<file path="src/logic/mrie_pkg.sv">
`default_nettype none
package mrie_pkg;
  localparam int INSTR_W = 14;
  localparam int PC_W = 13;
  localparam int DATA_W = 8;
  localparam int FADDR_W = 7;
  localparam int STACK_DEPTH = 8;
  localparam int SP_W = 3;

  typedef logic [INSTR_W-1:0] mrie_instr_t;
  typedef logic [PC_W-1:0] mrie_pc_t;
  typedef logic [DATA_W-1:0] mrie_data_t;
  typedef logic [FADDR_W-1:0] mrie_faddr_t;
  typedef logic [SP_W-1:0] mrie_sp_t;

  // Opcode patterns: a word matches when (word & mask) == match
  localparam mrie_instr_t OPC_COPY_MASK = 14'h3f80;
  localparam mrie_instr_t OPC_COPY_MATCH = 14'h0080;
  localparam mrie_instr_t OPC_LOAD_MASK = 14'h3c00;
  localparam mrie_instr_t OPC_LOAD_MATCH = 14'h3000;
  localparam mrie_instr_t OPC_RETLIT_MASK = 14'h3c00;
  localparam mrie_instr_t OPC_RETLIT_MATCH = 14'h3400;
  localparam mrie_instr_t OPC_IDLE_MASK = 14'h3f9f;
  localparam mrie_instr_t OPC_IDLE_MATCH = 14'h0000;
  localparam mrie_instr_t OPC_FULL_MASK = 14'h3fff;
  localparam mrie_instr_t OPC_RETIRQ_MATCH = 14'h0009;
  localparam mrie_instr_t OPC_RETURN_MATCH = 14'h0008;
  // Don't-care bits of the literal forms, forced to zero
  localparam mrie_instr_t LIT_DONT_CARE = 14'h0300;

  localparam int FADDR_LSB = 0;
  localparam int LIT_LSB = 0;
  localparam int GIE_BIT = 7;

  localparam mrie_data_t ACC_RST = 8'h00;
  localparam mrie_pc_t PC_RST = 13'h0000;
  localparam mrie_pc_t PC_STEP = 13'h0001;
  localparam mrie_sp_t SP_RST = 3'h0;
  localparam mrie_sp_t SP_STEP = 3'h1;
  localparam mrie_data_t CTRL_NONE = 8'h00;

  typedef enum logic [1:0] {
    MRIE_ST_EXEC = 2'b01,
    MRIE_ST_FLUSH = 2'b10
  } mrie_state_t;

  typedef enum logic [2:0] {
    MRIE_OP_NONE,
    MRIE_OP_COPY,
    MRIE_OP_LOAD,
    MRIE_OP_IDLE,
    MRIE_OP_RETIRQ,
    MRIE_OP_RETLIT,
    MRIE_OP_RETURN,
    MRIE_OP_OTHER
  } mrie_op_t;
endpackage
`default_nettype wire

</file>
<file path="src/logic/mrie_stack_if.sv">
`timescale 1ns/1ps
`default_nettype none
interface mrie_stack_if;
  import mrie_pkg::*;
  logic push;
  logic pop;
  mrie_pc_t push_addr;
  mrie_pc_t top;
  modport ctrl (output push, output pop, output push_addr, input top);
  modport store (input push, input pop, input push_addr, output top);
endinterface
`default_nettype wire
</file>
<file path="src/logic/mrie_exec.sv">
// Behaviour
// [RL1] Copy accumulator into file register chosen by 7-bit operand; one cycle, flags kept.
// [RL2] Load 8-bit literal into accumulator; one cycle, no flag altered.
// [RL3] Don't-care bits of literal instruction words count as zero.
// [RL4] Return from interrupt pops stack and loads popped top into program counter.
// [RL5] Return from interrupt sets global interrupt enable, bit 7 of control register.
// [RL6] Return from interrupt: one word, two cycles, flags unchanged.
// [RL7] Return with literal loads its 8-bit literal into accumulator.
// [RL8] Return with literal loads program counter from stack top.
// [RL9] Return with literal: one word, two cycles, flags unchanged.
// [RL10] Plain return pops stack into program counter; two cycles, flags unchanged.
// [RL11] Idle instruction: one cycle, only program counter advances.
// [RL12] Every pop moves stack pointer back one entry; a pop with a same-cycle push leaves it in place.
`timescale 1ns/1ps
`default_nettype none
module mrie_exec (
  input wire logic CLK_SYS,
  input wire logic ARST_N,
  input wire logic INSTR_VALID,
  input wire mrie_pkg::mrie_instr_t INSTR_WORD,
  output logic INSTR_READY,
  input wire logic STACK_PUSH,
  input wire mrie_pkg::mrie_pc_t STACK_PUSH_ADDR,
  input wire logic GIE_CLEAR,
  output mrie_pkg::mrie_pc_t PC,
  output mrie_pkg::mrie_data_t ACC,
  output logic FILE_WE,
  output mrie_pkg::mrie_faddr_t FILE_ADDR,
  output mrie_pkg::mrie_data_t FILE_WDATA,
  output logic GLOBAL_IRQ_ENABLE,
  output mrie_pkg::mrie_data_t IRQ_CTRL_SET,
  output logic INSTR_UNSUPPORTED
);
  import mrie_pkg::*;

  function automatic logic op_is(input mrie_instr_t w, input mrie_instr_t mask,
                                 input mrie_instr_t match);
    op_is = ((w & mask) == match);
  endfunction

  // Pushes come from outside: call and interrupt entry live elsewhere
  mrie_stack_if stk ();

  mrie_stack u_stack (
    .clk (CLK_SYS),
    .arst_n (ARST_N),
    .stk (stk)
  );

  mrie_state_t state_r;
  mrie_state_t state_nxt;
  mrie_pc_t pc_r;
  mrie_pc_t pc_nxt;
  mrie_data_t acc_r;
  mrie_data_t acc_nxt;
  logic fwe_r;
  logic fwe_nxt;
  mrie_faddr_t faddr_r;
  mrie_faddr_t faddr_nxt;
  mrie_data_t fdata_r;
  mrie_data_t fdata_nxt;
  logic gie_r;
  logic gie_nxt;
  mrie_data_t ctrl_set_r;
  mrie_data_t ctrl_set_nxt;
  logic unsup_r;
  logic unsup_nxt;
  logic take;
  mrie_instr_t word;
  mrie_op_t op;
  mrie_data_t lit;

  // Second cycle of a return is a dead slot while fetch refills
  assign INSTR_READY = (state_r == MRIE_ST_EXEC);
  assign take = INSTR_VALID && INSTR_READY;

  always_comb begin
    word = INSTR_WORD;
    if (op_is(INSTR_WORD, OPC_LOAD_MASK, OPC_LOAD_MATCH) ||
        op_is(INSTR_WORD, OPC_RETLIT_MASK, OPC_RETLIT_MATCH)) begin
      word = INSTR_WORD & ~LIT_DONT_CARE; // RL3
    end
    lit = word[LIT_LSB +: DATA_W];
    if (op_is(word, OPC_FULL_MASK, OPC_RETIRQ_MATCH)) begin
      op = MRIE_OP_RETIRQ;
    end else if (op_is(word, OPC_FULL_MASK, OPC_RETURN_MATCH)) begin
      op = MRIE_OP_RETURN;
    end else if (op_is(word, OPC_COPY_MASK, OPC_COPY_MATCH)) begin
      op = MRIE_OP_COPY;
    end else if (op_is(word, OPC_IDLE_MASK, OPC_IDLE_MATCH)) begin
      op = MRIE_OP_IDLE;
    end else if (op_is(word, OPC_LOAD_MASK, OPC_LOAD_MATCH)) begin
      op = MRIE_OP_LOAD;
    end else if (op_is(word, OPC_RETLIT_MASK, OPC_RETLIT_MATCH)) begin
      op = MRIE_OP_RETLIT;
    end else begin
      op = MRIE_OP_OTHER;
    end
    if (!take) begin
      op = MRIE_OP_NONE;
    end
  end

  // Pops happen on the take edge so the top is read before it moves
  always_comb begin
    stk.pop = (op == MRIE_OP_RETIRQ) || (op == MRIE_OP_RETLIT) ||
              (op == MRIE_OP_RETURN); // RL4 RL10 RL12
    stk.push = STACK_PUSH;
    stk.push_addr = STACK_PUSH_ADDR;
  end

  always_comb begin
    state_nxt = state_r;
    unique case (state_r)
      MRIE_ST_EXEC: begin
        if (stk.pop) begin
          state_nxt = MRIE_ST_FLUSH; // RL6 RL9 RL10
        end
      end
      MRIE_ST_FLUSH: begin
        state_nxt = MRIE_ST_EXEC;
      end
      default: begin
        state_nxt = MRIE_ST_EXEC;
      end
    endcase
  end

  // No status flags live here: none of these six touch them
  always_comb begin
    pc_nxt = pc_r;
    acc_nxt = acc_r;
    fwe_nxt = 1'b0;
    faddr_nxt = faddr_r;
    fdata_nxt = fdata_r;
    gie_nxt = gie_r;
    ctrl_set_nxt = CTRL_NONE;
    unsup_nxt = 1'b0;
    // Clear first so a same-cycle return from interrupt sets it again
    if (GIE_CLEAR) begin
      gie_nxt = 1'b0;
    end
    unique case (op)
      MRIE_OP_COPY: begin
        fwe_nxt = 1'b1; // RL1
        faddr_nxt = word[FADDR_LSB +: FADDR_W]; // RL1
        fdata_nxt = acc_r; // RL1
        pc_nxt = mrie_pc_t'(pc_r + PC_STEP);
      end
      MRIE_OP_LOAD: begin
        acc_nxt = lit; // RL2
        pc_nxt = mrie_pc_t'(pc_r + PC_STEP);
      end
      MRIE_OP_IDLE: begin
        pc_nxt = mrie_pc_t'(pc_r + PC_STEP); // RL11
      end
      MRIE_OP_RETIRQ: begin
        pc_nxt = stk.top; // RL4
        gie_nxt = 1'b1; // RL5
        ctrl_set_nxt[GIE_BIT] = 1'b1; // RL5
      end
      MRIE_OP_RETLIT: begin
        acc_nxt = lit; // RL7
        pc_nxt = stk.top; // RL8
      end
      MRIE_OP_RETURN: begin
        pc_nxt = stk.top; // RL10
      end
      // Unknown words still advance so fetch never stalls on them
      MRIE_OP_OTHER: begin
        unsup_nxt = 1'b1;
        pc_nxt = mrie_pc_t'(pc_r + PC_STEP);
      end
      MRIE_OP_NONE: begin
        pc_nxt = pc_r;
      end
      default: begin
        pc_nxt = pc_r;
      end
    endcase
  end

  always_ff @(posedge CLK_SYS or negedge ARST_N) begin
    if (!ARST_N) begin
      state_r <= MRIE_ST_EXEC;
    end else begin
      state_r <= state_nxt;
    end
  end

  always_ff @(posedge CLK_SYS or negedge ARST_N) begin
    if (!ARST_N) begin
      pc_r <= PC_RST;
      acc_r <= ACC_RST;
      fwe_r <= 1'b0;
      faddr_r <= '0;
      fdata_r <= ACC_RST;
      gie_r <= 1'b0;
      ctrl_set_r <= CTRL_NONE;
      unsup_r <= 1'b0;
    end else begin
      pc_r <= pc_nxt;
      acc_r <= acc_nxt;
      fwe_r <= fwe_nxt;
      faddr_r <= faddr_nxt;
      fdata_r <= fdata_nxt;
      gie_r <= gie_nxt;
      ctrl_set_r <= ctrl_set_nxt;
      unsup_r <= unsup_nxt;
    end
  end

  assign PC = pc_r;
  assign ACC = acc_r;
  assign FILE_WE = fwe_r;
  assign FILE_ADDR = faddr_r;
  assign FILE_WDATA = fdata_r;
  assign GLOBAL_IRQ_ENABLE = gie_r;
  assign IRQ_CTRL_SET = ctrl_set_r;
  assign INSTR_UNSUPPORTED = unsup_r;
endmodule // mrie_exec
`default_nettype wire

</file>
<file path="src/logic/mrie_stack.sv">
`timescale 1ns/1ps
`default_nettype none
module mrie_stack (
  input wire logic clk,
  input wire logic arst_n,
  mrie_stack_if.store stk
);
  import mrie_pkg::*;

  mrie_sp_t sp_r;
  mrie_sp_t sp_nxt;
  mrie_sp_t wr_idx;
  mrie_pc_t mem_r [STACK_DEPTH];
  mrie_pc_t mem_nxt [STACK_DEPTH];

  // Circular store: depth overflow wraps silently
  always_comb begin
    sp_nxt = sp_r;
    wr_idx = stk.pop ? mrie_sp_t'(sp_r - SP_STEP) : sp_r;
    if (stk.push && !stk.pop) begin
      sp_nxt = mrie_sp_t'(sp_r + SP_STEP);
    end else if (stk.pop && !stk.push) begin
      sp_nxt = mrie_sp_t'(sp_r - SP_STEP); // RL12
    end
  end

  always_ff @(posedge clk or negedge arst_n) begin
    if (!arst_n) begin
      sp_r <= SP_RST;
    end else begin
      sp_r <= sp_nxt;
    end
  end

  genvar gi;
  generate
    for (gi = 0; gi < STACK_DEPTH; gi++) begin : g_entry
      always_comb begin
        mem_nxt[gi] = mem_r[gi];
        if (stk.push && (wr_idx == mrie_sp_t'(gi))) begin
          mem_nxt[gi] = stk.push_addr;
        end
      end

      always_ff @(posedge clk or negedge arst_n) begin
        if (!arst_n) begin
          mem_r[gi] <= PC_RST;
        end else begin
          mem_r[gi] <= mem_nxt[gi];
        end
      end
    end
  endgenerate

  assign stk.top = mem_r[mrie_sp_t'(sp_r - SP_STEP)];
endmodule // mrie_stack
`default_nettype wire

</file>
<file path="config.mk">
export PLATFORM = sky130hd
export DESIGN_NAME = mrie_exec
export DESIGN_NICKNAME = d
export VERILOG_FILES = /design/src/logic/mrie_pkg.sv /design/src/logic/mrie_stack_if.sv /design/src/logic/mrie_exec.sv /design/src/logic/mrie_stack.sv
export SDC_FILE = /design/constraint.sdc
export NUM_CORES = 1
export LEC_CHECK = 0
export ABC_AREA = 1
export BUFFER_PORTS_ARGS = -buffer_cell sky130_fd_sc_hd__buf_2
export CAP_MARGIN = 0
export CELL_PAD_IN_SITES_DETAIL_PLACEMENT = 0
export CELL_PAD_IN_SITES_GLOBAL_PLACEMENT = 2
export CORE_AREA = 2 2 144 146
export CTS_CLUSTER_SIZE = 12
export DETAILED_ROUTE_END_ITERATION = 8
export DIE_AREA = 0 0 146 148
export GPL_TIMING_DRIVEN = 1
export HOLD_SLACK_MARGIN = 0.15
export PLACE_DENSITY_LB_ADDON = 0.1
export SLEW_MARGIN = 10
export SYNTH_ARGS = -nofsm -noshare
export SYNTH_HDL_FRONTEND = slang
export SYNTH_SLANG_ARGS = --single-unit
export TNS_END_PERCENT = 30
</file>
<file path="constraint.sdc">
create_clock -name CLK_SYS -period 5.55 [get_ports CLK_SYS]
set_clock_uncertainty 0.05 [all_clocks]
set_input_delay 0.8325 -clock CLK_SYS [delete_from_list [all_inputs] [get_ports CLK_SYS]]
set_output_delay 0.8325 -clock CLK_SYS [all_outputs]
set_load 0.05 [all_outputs]
</file>
Word level (Yosys, flattened, before mapping)
Cells that the tools add are included.
{ "totals": {"register_bits": 149, "latchBits": 0, "ramBits": 0, "romBits": 0, "output_inout_bits": 48, "elab_cells": 92, "mem_count": 0} }
{ "op_classes": {"n_addsub": 3, "n_mul": 0, "div_mod_pow": 0, "magnitude_cmp": 1, "n_eq_ne": 23, "shift": 0, "mux": 22, "bitwise": 1, "reduce_logical": 24} }
{ "ops": {"columns": ["op", "count"], "rows": [
  ["$bmux 13 s3", 1],
  ["$eq 14x4->1 const B", 2],
  ["$mux 3", 9],
  ["$mux 13", 2],
  ["$pmux 13 s2", 1],
  ["$eq 3x3->1 const B", 8],
  ["$eq 4x4->1 const B", 4],
  ["$logic_not 14->1", 1],
  ["$add 13x1->13 const B", 1],
  ["$eq 3x2->1 const B", 4],
  ["$logic_and 1x1->1", 11],
  ["$mux 10", 1],
  ["$eq 7x1->1 const B", 1],
  ["$eq 3x1->1 const B", 2],
  ["$logic_not 3->1", 2],
  ["$mux 2", 3],
  ["$mux 1", 5],
  ["$ge 4x4->1 const B", 1],
  ["$not 3->4", 1],
  ["$reduce_bool 2->1", 2],
  ["$reduce_or 4->1", 1],
  ["$add 3x1->3 const B", 1],
  ["$logic_or 1x1->1", 3],
  ["$reduce_or 3->1", 1],
  ["5 further kinds", 6]
]} }

Depth between registers and ports, before layout
Gate-level depths: netlist (run 1).
{ "depth": {"word_depth": 15, "mapped_depth": 17, "mapped_depth_nobuf": 15} }

Hierarchy
A second synthesis (run 1) with hierarchy kept.
{ "unflattened": {"cells_unflattened": 1025, "hier_area_um2": 7977.7} }
{ "by_module_without_submodules": {"columns": ["mod", "instances", "cells_each", "area_each_um2", "seq_area_each_um2"], "rows": [
  ["mrie_stack", 1, 754, 5704.2, 2677.6],
  ["mrie_exec", 1, 271, 2273.4, 1052.3]
]} }

Least setup slack after synthesis (run 1)
Ideal clock, no wire load.
{ "synth_path": {"path_type": "register to register", "from": "reg state_r[0]", "to": "reg u_stack.sp_r[2]", "arrival_time_ps": 2785, "path_slack_ps": 2628, "path_stages_with_launch": 12, "n_path_buf": 1, "period_less_slack_ps": 2922, "path_cell_list": "dfstp_2 > inv_1 > nor2_1 > nand2_1 > inv_2 > nand3_4 > nand2_4 > buf_6 > ha_1 > inv_1 > o21ai_0 > a22oi_1"} }
{ "synth_between": {"elab_chain_len": 9} }
{ "synth_lines": {"columns": ["element", "line", "rtl"], "rows": [
  ["start: declaration", "mrie_exec.sv:50", "mrie_state_t state_r;"],
  ["start signal: assignment", "mrie_exec.sv:187", "state_r <= state_nxt;"],
  ["$eq 2x1->1 *", "mrie_exec.sv:74", "assign INSTR_READY = (state_r == MRIE_ST_EXEC);"],
  ["via INSTR_READY", "mrie_exec.sv:21", "output logic INSTR_READY,"],
  ["$logic_and 1x1->1 *", "mrie_exec.sv:75", "assign take = INSTR_VALID && INSTR_READY;"],
  ["$mux 3 *", "mrie_exec.sv:99", "if (!take) begin"],
  ["$eq 3x3->1", "mrie_exec.sv:106", "stk.pop = (op == MRIE_OP_RETIRQ) || (op == MRIE_OP_RETLIT) ||"],
  ["$logic_or 1x1->1", "mrie_exec.sv:106", null],
  ["$logic_or 1x1->1 *", "mrie_exec.sv:106", null],
  ["$logic_not 1->1", "mrie_stack.sv:20", "if (stk.push && !stk.pop) begin"],
  ["$logic_and 1x1->1", "mrie_stack.sv:20", null],
  ["$mux 3 or $reduce_bool 2->1 (tied branches)", null, null],
  ["end signal: assignment", "mrie_stack.sv:31", "sp_r <= sp_nxt;"],
  ["end: declaration", "mrie_stack.sv:10", "mrie_sp_t sp_r;"]
]} }
The timed path passes the listed nets; every way through them passes the cells marked *.
A chain may end at the register's enable or synchronous reset.

Worst setup path in the final report (run 1)
{ "layout_path": {"from": "reg u_stack.sp_r[1]", "to": "reg u_stack.mem_r[86] (netlist name)"} }
{ "layout_between": {"elab_chain_len": 4} }
{ "layout_lines": {"columns": ["element", "line", "rtl"], "rows": [
  ["$sub 3x1->3", "mrie_stack.sv:19", "wr_idx = stk.pop ? mrie_sp_t'(sp_r - SP_STEP) : sp_r;"],
  ["$mux 3 *", "mrie_stack.sv:19", null],
  ["$eq 3x1->1 *", "mrie_stack.sv:40", "if (stk.push && (wr_idx == mrie_sp_t'(gi))) begin"],
  ["$logic_and 1x1->1 *", "mrie_stack.sv:40", null],
  ["end signal: indexed assignment", "mrie_stack.sv:49", "mem_r[gi] <= mem_nxt[gi];"],
  ["end: declaration", "mrie_stack.sv:13", "mrie_pc_t mem_r [STACK_DEPTH];"]
]} }
Every way passes the cells marked *; elsewhere a longest branch is shown, timed or not.

==> flow_summary_export.csv, run 1 <==
group,metric,value,unit
status,status,"finished, final reports clean",
sta,max_freq,298.2,MHz
sta,post-route-period-util,0.6041,
power,seq_power_share,0.306,
min_path,hold_depth,2,
floorplanning,dieArea,21610,sq um
power,switchingPower,2.834,mW
min_path,min_to,"FILE_WDATA[6]",
route,drc,0,
clock_network,root_buffer,"clkbuf_16",
power,swShare,0.4807,
clock_network,cts_hold_buffers,0,
global_routing,overflow,0,
setup_path,path_class,"reg -> reg",
yosys,yosys.area.top_type,"dfrtp_1",
setup_path,worstPathArrival,3.61,ns
power,power_density,686.5,nW/um^2
power,intPower,3.062,mW
sta,maxSlewViolCount,0,
finish,num_antenna_cells,0,
finish,nFillCells,2149,
clock_network,post-cts-setup-buffers,0,
power,finalPower,5.896,mW
yosys,synthesis.area,7523,sq um
finish,syn_to_final_growth,14.15,%
route,avgViaCountPerCell,4.995,
clock_network,clk_latency,0.42,ns
setup_path,slowest_delay,0.59,ns
setup_path,cp-end-kind,"flop",
clock_network,htreeDepth,4,
route,drt_iter0_drc,355,
global_routing,grt_pass1_wl,36.36,mm
yosys,synth_area_leaders,"dfrtp_1 (49%), nand2_1 (17%), nand3_1 (10%)",
floorplanning,dieWidth,146,microns
placement,io_buffers,72,
yosys,ys_top_cells_by_count,"nand2_1 (343), nand3_1 (155), dfrtp_1 (148), nor2_1 (41), o21ai_0 (40)",
sta,worst_pin_slew,1.025,ns
clock_network,numCtsBuffers,17,
setup_path,path_buf_inv,3,
sta,slew_headroom,0.3169,
setup_path,critPathSlowestCell,"nor2_4",
setup_path,crit_required,5.81,ns
setup_path,critical-path-top-delay-family,"simple AND/OR/NAND/NOR gates",
yosys,synth_edf_count,0,
clock_network,cts_tree,"built",
clock_network,path_clk_slew,0.07,ns
placement,dpl.hpwl,13.82,mm
global_routing,antenna_found_initial,0,
yosys,syn_area_per_cell,7.945,sq um
power,p_comb_frac,0.485,
power,peakVddDrop,304.4,uV
global_routing,grt_max_degree,106,
finish,final-seq-area,3731,sq um
sta,hold_violations,0,
yosys,ys_async_sr_fraction,1.000,
route,drt_pass1_iterations,5,
sta,rsz0062_at_grt,"false",
sta,finalSetupViolCount,0,
setup_path,crit_fanout,29,
yosys,ys_warn_count,0,
clock_network,cts_max_path_buffers,2,
global_routing,grt_pass1_vias,6218,
finish,drive_gt1_frac,0.1526,
yosys,yosys.area.top_type_share,0.4923,
floorplanning,start_util,0.3754,
yosys,syn_inst,947,
setup_path,startpoint_type,"flop",
route,via_count,6324,
yosys,synth_ff_type,"dfrtp_1",
power,power_frac_clock,0.208,
floorplanning,io_pins,80,
clock_network,cts_resized,0,
min_path,min_from,"FILE_WDATA[6]",
sta,period_needed,3.353,ns
yosys,synth_cell_types,35,
setup_path,path_cells,"inv_1 > ha_1 > xnor2_1 > buf_4 > inv_1 > nand3_1 > nand2_1 > nor2_4 > nand2_2 > nand2_1 > nand2_1",
floorplanning,chipHeight,148,microns
placement,gp_congestion,0.7362,
setup_path,ff2ff_setup_slack,2.20,ns
route,ant_nets,0,
setup_path,r2r_cells,11,
setup_path,reg2reg_to,"u_stack.mem_r[86]",
sta,fin_setup_tns,0,ns
global_routing,grt_usage,0.2189,
yosys,yosysMostFrequentCell,"nand2_1",
finish,multiInputGateArea,3288,sq um
yosys,ys_seq_area_frac,0.4958,
power,leakagePower,4.428,nW
floorplanning,num_rows,52,
setup_path,cpMostUsedCell,"nand2_1",
floorplanning,fp.coreArea,20040,sq um
min_path,min_path_type,"reg -> reg",
setup_path,r2r-start,"u_stack.sp_r[1]",
finish,nets,1019,
job,cap_violations,0,
yosys,synth_seq_cells,149,
route,routed_wl,22.71,mm
route,wire_per_inst,17.94,microns
clock_network,cts_sinks,149,
stage by stage:
step | worst slack [ns] | std cells | area [sq um] | util | hold WS (ns)
finish | 2.197 | 1266 | 8588 | 0.4286 | 0.4141
detailed placement | 1.939 | 1234 | 7964 | 0.3974 | 0.4030
floorplan | 2.628 | 953 | 7546 | - | 0.3866
global route | 1.919 | 1266 | 8588 | 0.4286 | 0.4364
global placement | 2.033 | 1234 | 7964 | 0.3974 | 0.3988
CTS | 2.152 | 1266 | 8588 | 0.4286 | 0.4186
flip-flops by register name, indices dropped and copies added, names as in the netlist:
| register | cells |
|---|---|
| FILE_WDATA | 8 |
| u_stack.sp_r | 3 |
| ACC | 8 |
| GLOBAL_IRQ_ENABLE | 1 |
| PC | 13 |
| u_stack.mem_r | 104 |
| state_r | 2 |
| INSTR_UNSUPPORTED | 1 |
| FILE_ADDR | 7 |
| FILE_WE | 1 |
| IRQ_CTRL_SET | 1 |
worst max-delay path by stage:
stage	start	endpoint	slack, ns	depth (start not counted)
finish	u_stack.sp_r[1]	u_stack.mem_r[86]	2.20	11
global route	u_stack.sp_r[1]	u_stack.mem_r[55]	1.92	11
CTS	u_stack.sp_r[1]	u_stack.mem_r[60]	2.15	11
detailed placement	INSTR_WORD[7]	u_stack.mem_r[60]	1.94	15
global placement	INSTR_WORD[7]	u_stack.mem_r[59]	2.03	15
floorplan	state_r[0]	u_stack.sp_r[2]	2.63	11
area by class of cell:
class | instances | area share
flip-flops and latches | 149 | 0.4344
clock buffers | 19 | 0.05274
repair buffers | 84 | 0.05318
multi-input cells | 691 | 0.3829
inverters | 40 | 0.01748
well taps | 270 | 0.03934
clock inverters | 13 | 0.01996
cell usage in the layout, fill, tap and decap left out:
cell / netlist / final
a31oi_1: 1 / 1
clkinv_4: 0 / 2
ha_1: 4 / 4
nor2_1: 41 / 41
a21oi_1: 26 / 26
nand2_2: 13 / 13
clkbuf_8: 0 / 2
clkinvlp_4: 0 / 5
buf_4: 14 / 12
buf_6: 4 / 1
xnor2_1: 3 / 3
o2111ai_1: 1 / 1
nor3_1: 3 / 3
dfstp_2: 1 / 1
o221ai_1: 8 / 8
clkbuf_16: 0 / 17
nand3_4: 2 / 2
inv_1: 35 / 35
dfrtp_1: 148 / 147
o211ai_1: 1 / 1
conb_1: 1 / 7
nand4_1: 3 / 3
xor2_1: 10 / 10
dfrtp_2: 0 / 1
nand2_4: 3 / 3
inv_6: 0 / 3
o22ai_1: 7 / 7
nor2_2: 5 / 3
o21ai_0: 40 / 40
bufinv_16: 0 / 3
a221o_1: 8 / 8
buf_2: 19 / 71
nand2_1: 343 / 343
nand3_1: 155 / 155
nor2_4: 1 / 3
inv_2: 5 / 5
nand3_2: 1 / 1
nor2_8: 4 / 4
a22oi_1: 1 / 1
cells by family after synthesis:
group	after synthesis	synth area share
XOR/XNOR	13	0.01513
other	1	0.0004984
flip-flops	149	0.4958
AO/OA/AOI/OAI	93	0.07367
adder cells (fa/ha/maj)	4	0.006653
AND/OR/NAND/NOR	574	0.3368
buffers and inverters	113	0.07151
tightest hold or removal path, stage by stage, from the launching register on:
cell     delay, ns
dfrtp_1       0.34
nand2_1       0.05
nand2_1       0.04
power by group through the flow:
stage	combinational (mW)	clock [mW]	sequential [mW]
after floorplan	1.70	0	2.11
after CTS	2.89	1.25	1.80
after global placement	2.87	0	1.82
after global routing	3.17	1.30	1.87
after detailed placement	2.88	0	1.82
final	2.86	1.23	1.80
layer usage:
metal,wire length (microns),GRT usage
met5,0,0
met4,344,0.06408
met1,11250,0.3162
met2,10370,0.3448
met3,748,0.03056
No activity file was read; power rests on OpenSTA's default activity.
==> run 2, diff against run 1 <==
ABC_AREA = 0   (was 1)
CORE_AREA = 2 2 136 138   (was 2 2 144 146)
DIE_AREA = 0 0 138 140   (was 0 0 146 148)
clock period = 3.5 ns   (was 5.55 ns; I/O delays follow)
==> run 2 against run 1 <==
Net effect:
- sequential cell count unchanged
- register-to-register slack got worse by 1.6 ns
- global-route usage decreased by 3.7 points
- non-clock buffer count increased by 13
- sequential share of layout area decreased by 0.42 points
- sequential power increased by 61%
- combinational power increased by 28%
- wire length decreased by 26%
- hold slack got worse by 0.17 ns
- first-iteration DRC count decreased by 48%
- maximum frequency increased by 16%
- critical endpoint is now u_stack.mem_r[6]
- largest cell class unchanged
- largest power group unchanged
- highest routed layer unchanged
==> flow_summary_export.csv, run 2 <==
group,metric,value,unit
status,status,"finished, final reports clean",
yosys,ys_seq_area_frac,0.5085,
power,leakagePower,3.995,nW
sta,fin_setup_tns,0,ns
global_routing,grtUsageMet3,0.03145,
setup_path,critPathSlowestCell,"dfstp_2",
power,intPower,5.553,mW
setup_path,cp.depth,7,
clock_network,cts_hold_buffers,1,
global_routing,overflow,0,
global_routing,grt_pass1_vias,4705,
placement,io_buffers,72,
placement,gp_congestion,0.7493,
setup_path,crit_fanout,22,
floorplanning,dieWidth,138,microns
sta,period_needed,2.883,ns
global_routing,use_met2,0.2856,
route,avgViaCountPerCell,5.360,
global_routing,use_met1,0.2586,
finish,nFillCells,1567,
clock_network,cts_max_path_buffers,2,
sta,worst_pin_slew,0.7685,ns
power,p_comb_frac,0.431,
sta,finalSetupViolCount,0,
min_path,min_path_type,"in -> reg",
power,seq_power_share,0.341,
yosys,synth_ff_type,"dfrtp_1",
route,drt_pass1_iterations,4,
finish,final_cell_mix,"dfrtp_1 (147), mux2_2 (77), buf_2 (71)",
sta,rsz0062_at_grt,"false",
power,peakVddDrop,448.1,uV
finish,final_common_cell,"dfrtp_1",
clock_network,root_buffer,"clkbuf_16",
clock_network,cts_resized,0,
floorplanning,dieArea,19320,sq um
yosys,synthesis.area,7335,sq um
clock_network,htreeDepth,4,
placement,dpl.hpwl,11.54,mm
route,drc,0,
setup_path,cp-end-kind,"flop",
setup_path,startpoint_type,"flop",
global_routing,grt_usage,0.1817,
setup_path,worstPathArrival,3.14,ns
sta,hold_violations,0,
clock_network,numCtsBuffers,17,
clock_network,cts_tree,"built",
yosys,synth_area_leaders,"dfrtp_1 (50%), mux2_2 (12%), mux2_4 (10%)",
yosys,ys_warn_count,0,
floorplanning,chipHeight,140,microns
min_path,min_from,"GIE_CLEAR",
finish,top_register,"u_stack.mem_r",
setup_path,path_buf_inv,1,
setup_path,ff2ff_setup_slack,0.62,ns
setup_path,r2r-start,"state_r[0]",
sta,post-route-period-util,0.8238,
power,switchingPower,2.922,mW
route,routed_wl,16.73,mm
power,power_density,977.2,nW/um^2
yosys,yosysMostFrequentCell,"dfrtp_1",
setup_path,path_class,"reg -> reg",
finish,drive_gt1_frac,0.5289,
setup_path,slowest_delay,0.55,ns
job,cap_violations,0,
yosys,yosys.area.top_type_share,0.5049,
setup_path,startpoint,"state_r[0]",
route,ant_nets,0,
finish,nets,612,
global_routing,grt-busiest-layer,"met2",
yosys,synth_cell_types,58,
floorplanning,fp.coreArea,17780,sq um
setup_path,crit_required,3.76,ns
yosys,synth_seq_cells,149,
yosys,yosys.area.top_type,"dfrtp_1",
floorplanning,num_rows,49,
clock_network,post-cts-setup-buffers,0,
yosys,syn_inst,483,
route,via_count,4379,
setup_path,critical-path-top-delay-family,"compound AO/OA/AOI/OAI gates",
setup_path,r2r_cells,7,
route,wire_per_inst,20.48,microns
yosys,ys_async_sr_fraction,1.000,
global_routing,grt_pass1_wl,27.29,mm
floorplanning,start_util,0.4125,
clock_network,path_clk_slew,0.06,ns
finish,syn_to_final_growth,18.24,%
sta,maxSlewViolCount,0,
finish,num_antenna_cells,0,
setup_path,reg2reg_to,"u_stack.mem_r[6]",
global_routing,grt_max_degree,77,
sta,max_freq,346.8,MHz
global_routing,antenna_found_initial,0,
yosys,synth_edf_count,0,
setup_path,endpoint,"u_stack.mem_r[6]",
floorplanning,io_pins,80,
finish,utilization,0.4878,
sta,slew_headroom,0.4837,
setup_path,path_cells,"nand3b_4 > a31oi_1 > o21ai_4 > nor4_1 > o221ai_2 > buf_12 > mux2_4",
power,swShare,0.3448,
finish,largest_reg_flops,104,
route,drt_iter0_drc,185,
yosys,ys_top_cells_by_count,"dfrtp_1 (148), mux2_2 (77), mux2_4 (50), mux4_2 (26)",
yosys,syn_area_per_cell,15.19,sq um
clock_network,clk_latency,0.43,ns
power,power_frac_clock,0.228,
clock_network,cts_sinks,149,
## run 2: cell families after synthesis
| logic type | count (synthesis) | synth area share |
|---|---|---|
| adders and majority gates | 4 | 0.006824 |
| xor gates and xnor gates | 4 | 0.004777 |
| buffers and inverters | 40 | 0.03156 |
| other | 1 | 0.0005113 |
| and+or+nand+nor | 62 | 0.05373 |
| AOI/OAI and AO/OA | 51 | 0.06721 |
| muxes | 172 | 0.3268 |
| DFF | 149 | 0.5085 |
## run 2: worst min path at each step
stage	cells past startpoint	slack (ns)	endpoint
after floorplan	0	0.18	ACC[0]
after global placement	1	0.42	u_stack.mem_r[29]
after detailed placement	1	0.43	u_stack.mem_r[28]
after CTS	2	0.23	GLOBAL_IRQ_ENABLE
after global routing	2	0.24	GLOBAL_IRQ_ENABLE
final	2	0.25	GLOBAL_IRQ_ENABLE
## run 2: area by class of cell
cell class | instances | area [sq um] | share of cell area
tap | 229 | 286.5 | 0.03304
clock inverter | 9 | 151.4 | 0.01746
clock buffer | 22 | 464.2 | 0.05353
inverter | 11 | 41.29 | 0.004761
multi-input combinational | 300 | 3416 | 0.3939
timing repair buffer | 97 | 581.8 | 0.06709
sequential | 149 | 3731 | 0.4302
## run 2: power by group through the flow
stage,combinational (mW),clock [mW],sequential [mW]
floorplan,2.50,0,3.08
global placement,3.64,0,2.88
detailed placement,3.69,0,2.91
CTS,3.70,1.97,2.89
global route,3.90,2.05,2.99
finish,3.65,1.93,2.89
## run 2: metrics by stage
step | setup WS, ns | total power [mW] | std cells | hold slack (ns) | cell area (sq um)
final | 0.6165 | 8.475 | 817 | 0.2462 | 8672
after CTS | 0.6158 | 8.552 | 817 | 0.2334 | 8672
after detailed placement | 0.5132 | 6.599 | 785 | 0.4343 | 8046
after global routing | 0.4079 | 8.941 | 817 | 0.2407 | 8672
after global placement | 0.5438 | 6.527 | 785 | 0.4216 | 8046
after floorplan | 0.8095 | 5.586 | 489 | 0.1794 | 7357
## run 2: layer usage
metal / part of all wire / wire [microns] / up-vias
met4: 0.014 / 238 / 0
met2: 0.47 / 7899 / 73
met5: 0 / 0 / -
li1: - / - / 1992
met1: 0.49 / 8131 / 2294
met3: 0.027 / 460 / 20
==> run 3, diff against run 2 <==
clock period = 2.8 ns   (was 3.5 ns; I/O delays follow)
==> run 3 against run 2 <==
Net effect:
- die area stayed put
- wire length is 0.65% higher
- sequential cell count stayed put
- clock power is 25% higher
- total power is 26% higher
- final area is 1.2% higher
- sequential power is 25% higher
- non-clock buffer count is 9 higher
- combinational power is 28% higher
- largest cell class unchanged
==> flow_summary_export.csv, run 3 (same netlist as run 2, synthesis figures left out) <==
group,metric,value,unit
setup_path,r2r-start,"u_stack.sp_r[0]",
floorplanning,num_rows,49,
placement,placed_area,8132,sq um
floorplanning,start_util,0.4125,
clock_network,htreeDepth,4,
finish,final_common_cell,"dfrtp_1",
setup_path,ff2ff_setup_slack,0.23,ns
floorplanning,dieWidth,138,microns
finish,fin_area,8775,sq um
sta,hold_violations,0,
sta,fin_setup_tns,0,ns
global_routing,overflow,0,
min_path,min_from,"INSTR_WORD[2]",
placement,gp_congestion,0.7644,
power,power_density,1219,nW/um^2
power,peakVddDrop,518.9,uV
setup_path,startpoint,"u_stack.sp_r[0]",
sta,rsz0062_at_grt,"false",
setup_path,r2r_cells,7,
route,via_count,4422,
route,ant_nets,0,
finish,drive_gt1_frac,0.5368,
finish,top_register,"u_stack.mem_r",
setup_path,crit_fanout,12,
route,wire_per_inst,20.36,microns
global_routing,grt_pass1_wl,27.70,mm
sta,hold_slack,0.2305,ns
placement,dpl.hpwl,11.68,mm
sta,slew_headroom,0.4903,
clock_network,cts_sinks,149,
floorplanning,dieArea,19320,sq um
clock_network,cts_tree,"built",
sta,finalSetupViolCount,0,
global_routing,use_met1,0.2600,
global_routing,grt-busiest-layer,"met2",
clock_network,numCtsBuffers,17,
setup_path,cp-end-kind,"flop",
placement,pre_cts_ws,0.01802,ns
floorplanning,fp.coreArea,17780,sq um
finish,num_antenna_cells,0,
clock_network,cts_max_path_buffers,2,
clock_network,clk_latency,0.42,ns
setup_path,reg2reg_to,"u_stack.mem_r[10]",
sta,maxSlewViolCount,0,
route,drc,0,
global_routing,grt_usage,0.1859,
clock_network,path_clk_slew,0.06,ns
job,cap_violations,0,
global_routing,grtUsageMet3,0.04205,
route,avgViaCountPerCell,5.347,
floorplanning,io_pins,80,
global_routing,use_met2,0.2962,
sta,period_needed,2.573,ns
min_path,min_path_type,"in -> reg",
clock_network,post-cts-setup-buffers,0,
setup_path,endpoint,"u_stack.mem_r[10]",
sta,post-route-period-util,0.9190,
global_routing,antenna_found_initial,1,
finish,nFillCells,1582,
setup_path,worstPathArrival,2.82,ns
placement,io_buffers,72,
global_routing,grt_pass1_vias,4805,
route,routed_wl,16.84,mm
finish,nets,621,
floorplanning,chipHeight,140,microns
sta,worst_pin_slew,0.7587,ns
power,leakagePower,4.051,nW
route,drt_pass1_iterations,4,
setup_path,crit_required,3.05,ns
finish,syn_to_final_growth,19.64,%
finish,largest_reg_flops,104,
clock_network,root_buffer,"clkbuf_16",
sta,worst_slack,0.2268,ns
sta,max_freq,388.6,MHz
global_routing,grt_max_degree,79,
finish,final_cell_mix,"dfrtp_1 (147), mux2_2 (77), buf_2 (71)",
route,drt_iter0_drc,190,
setup_path,path_class,"reg -> reg",
status,status,"finished, final reports clean",
setup_path,startpoint_type,"flop",
run 3: cell types whose count changed in the layout (fill, tap and decap cells not counted), sizes merged:
cell         delta
dlygate4sd3     +1
buf             +8
clkinv          +1
run 3: layer usage:
layer	up-vias	part of all wire
met3	11	0.034
met1	2313	0.48
met5	-	0
met4	0	0.0083
met2	82	0.47
li1	2016	-
run 3: through the flow:
stage,utilization,std cells,power [mW]
CTS,0.4932,827,10.79
detailed placement,0.4574,793,8.353
global route,0.4935,827,11.30
floorplan,-,489,6.982
global placement,0.4574,793,8.274
finish,0.4935,827,10.69
run 3: timing repair:
action                                  in CTS  in global routing
endpoints found under the hold margin       46                  0
endpoints found under the setup margin       0                 14
gates resized for setup                      0                  1
hold buffers                                 2                  0
run 3: worst min-delay path by stage:
stage / cells after the start / end
after floorplan: 0 / ACC[0]
after global placement: 1 / FILE_WDATA[2]
after detailed placement: 1 / ACC[2]
after CTS: 2 / ACC[2]
after global routing: 2 / ACC[2]
final: 2 / ACC[2]
run 3: power breakdown:
part           internal, mW  switching, mW  total [mW]
Sequential             3.07          0.540        3.61
Clock                  1.53          0.876        2.41
Combinational          2.43           2.25        4.68
Total                  7.03           3.66        10.7
run 3: worst max-delay path, stage by stage, from the launching register on:
cell and delay (ns):
dfrtp_2 0.41, inv_1 0.17, ha_1 0.36, buf_12 0.20
nor4_1 0.50, o221ai_2 0.25, buf_12 0.22, mux2_4 0.30
run 3: cell type report:
class | instances | area (sq um) | area share
sequential | 149 | 3731 | 0.4252
multi-input combinational | 300 | 3422 | 0.3900
timing repair buffer | 106 | 676.9 | 0.07714
clock buffer | 22 | 464.2 | 0.05290
tap | 229 | 286.5 | 0.03265
clock inverter | 10 | 152.6 | 0.01740
inverter | 11 | 41.29 | 0.004706
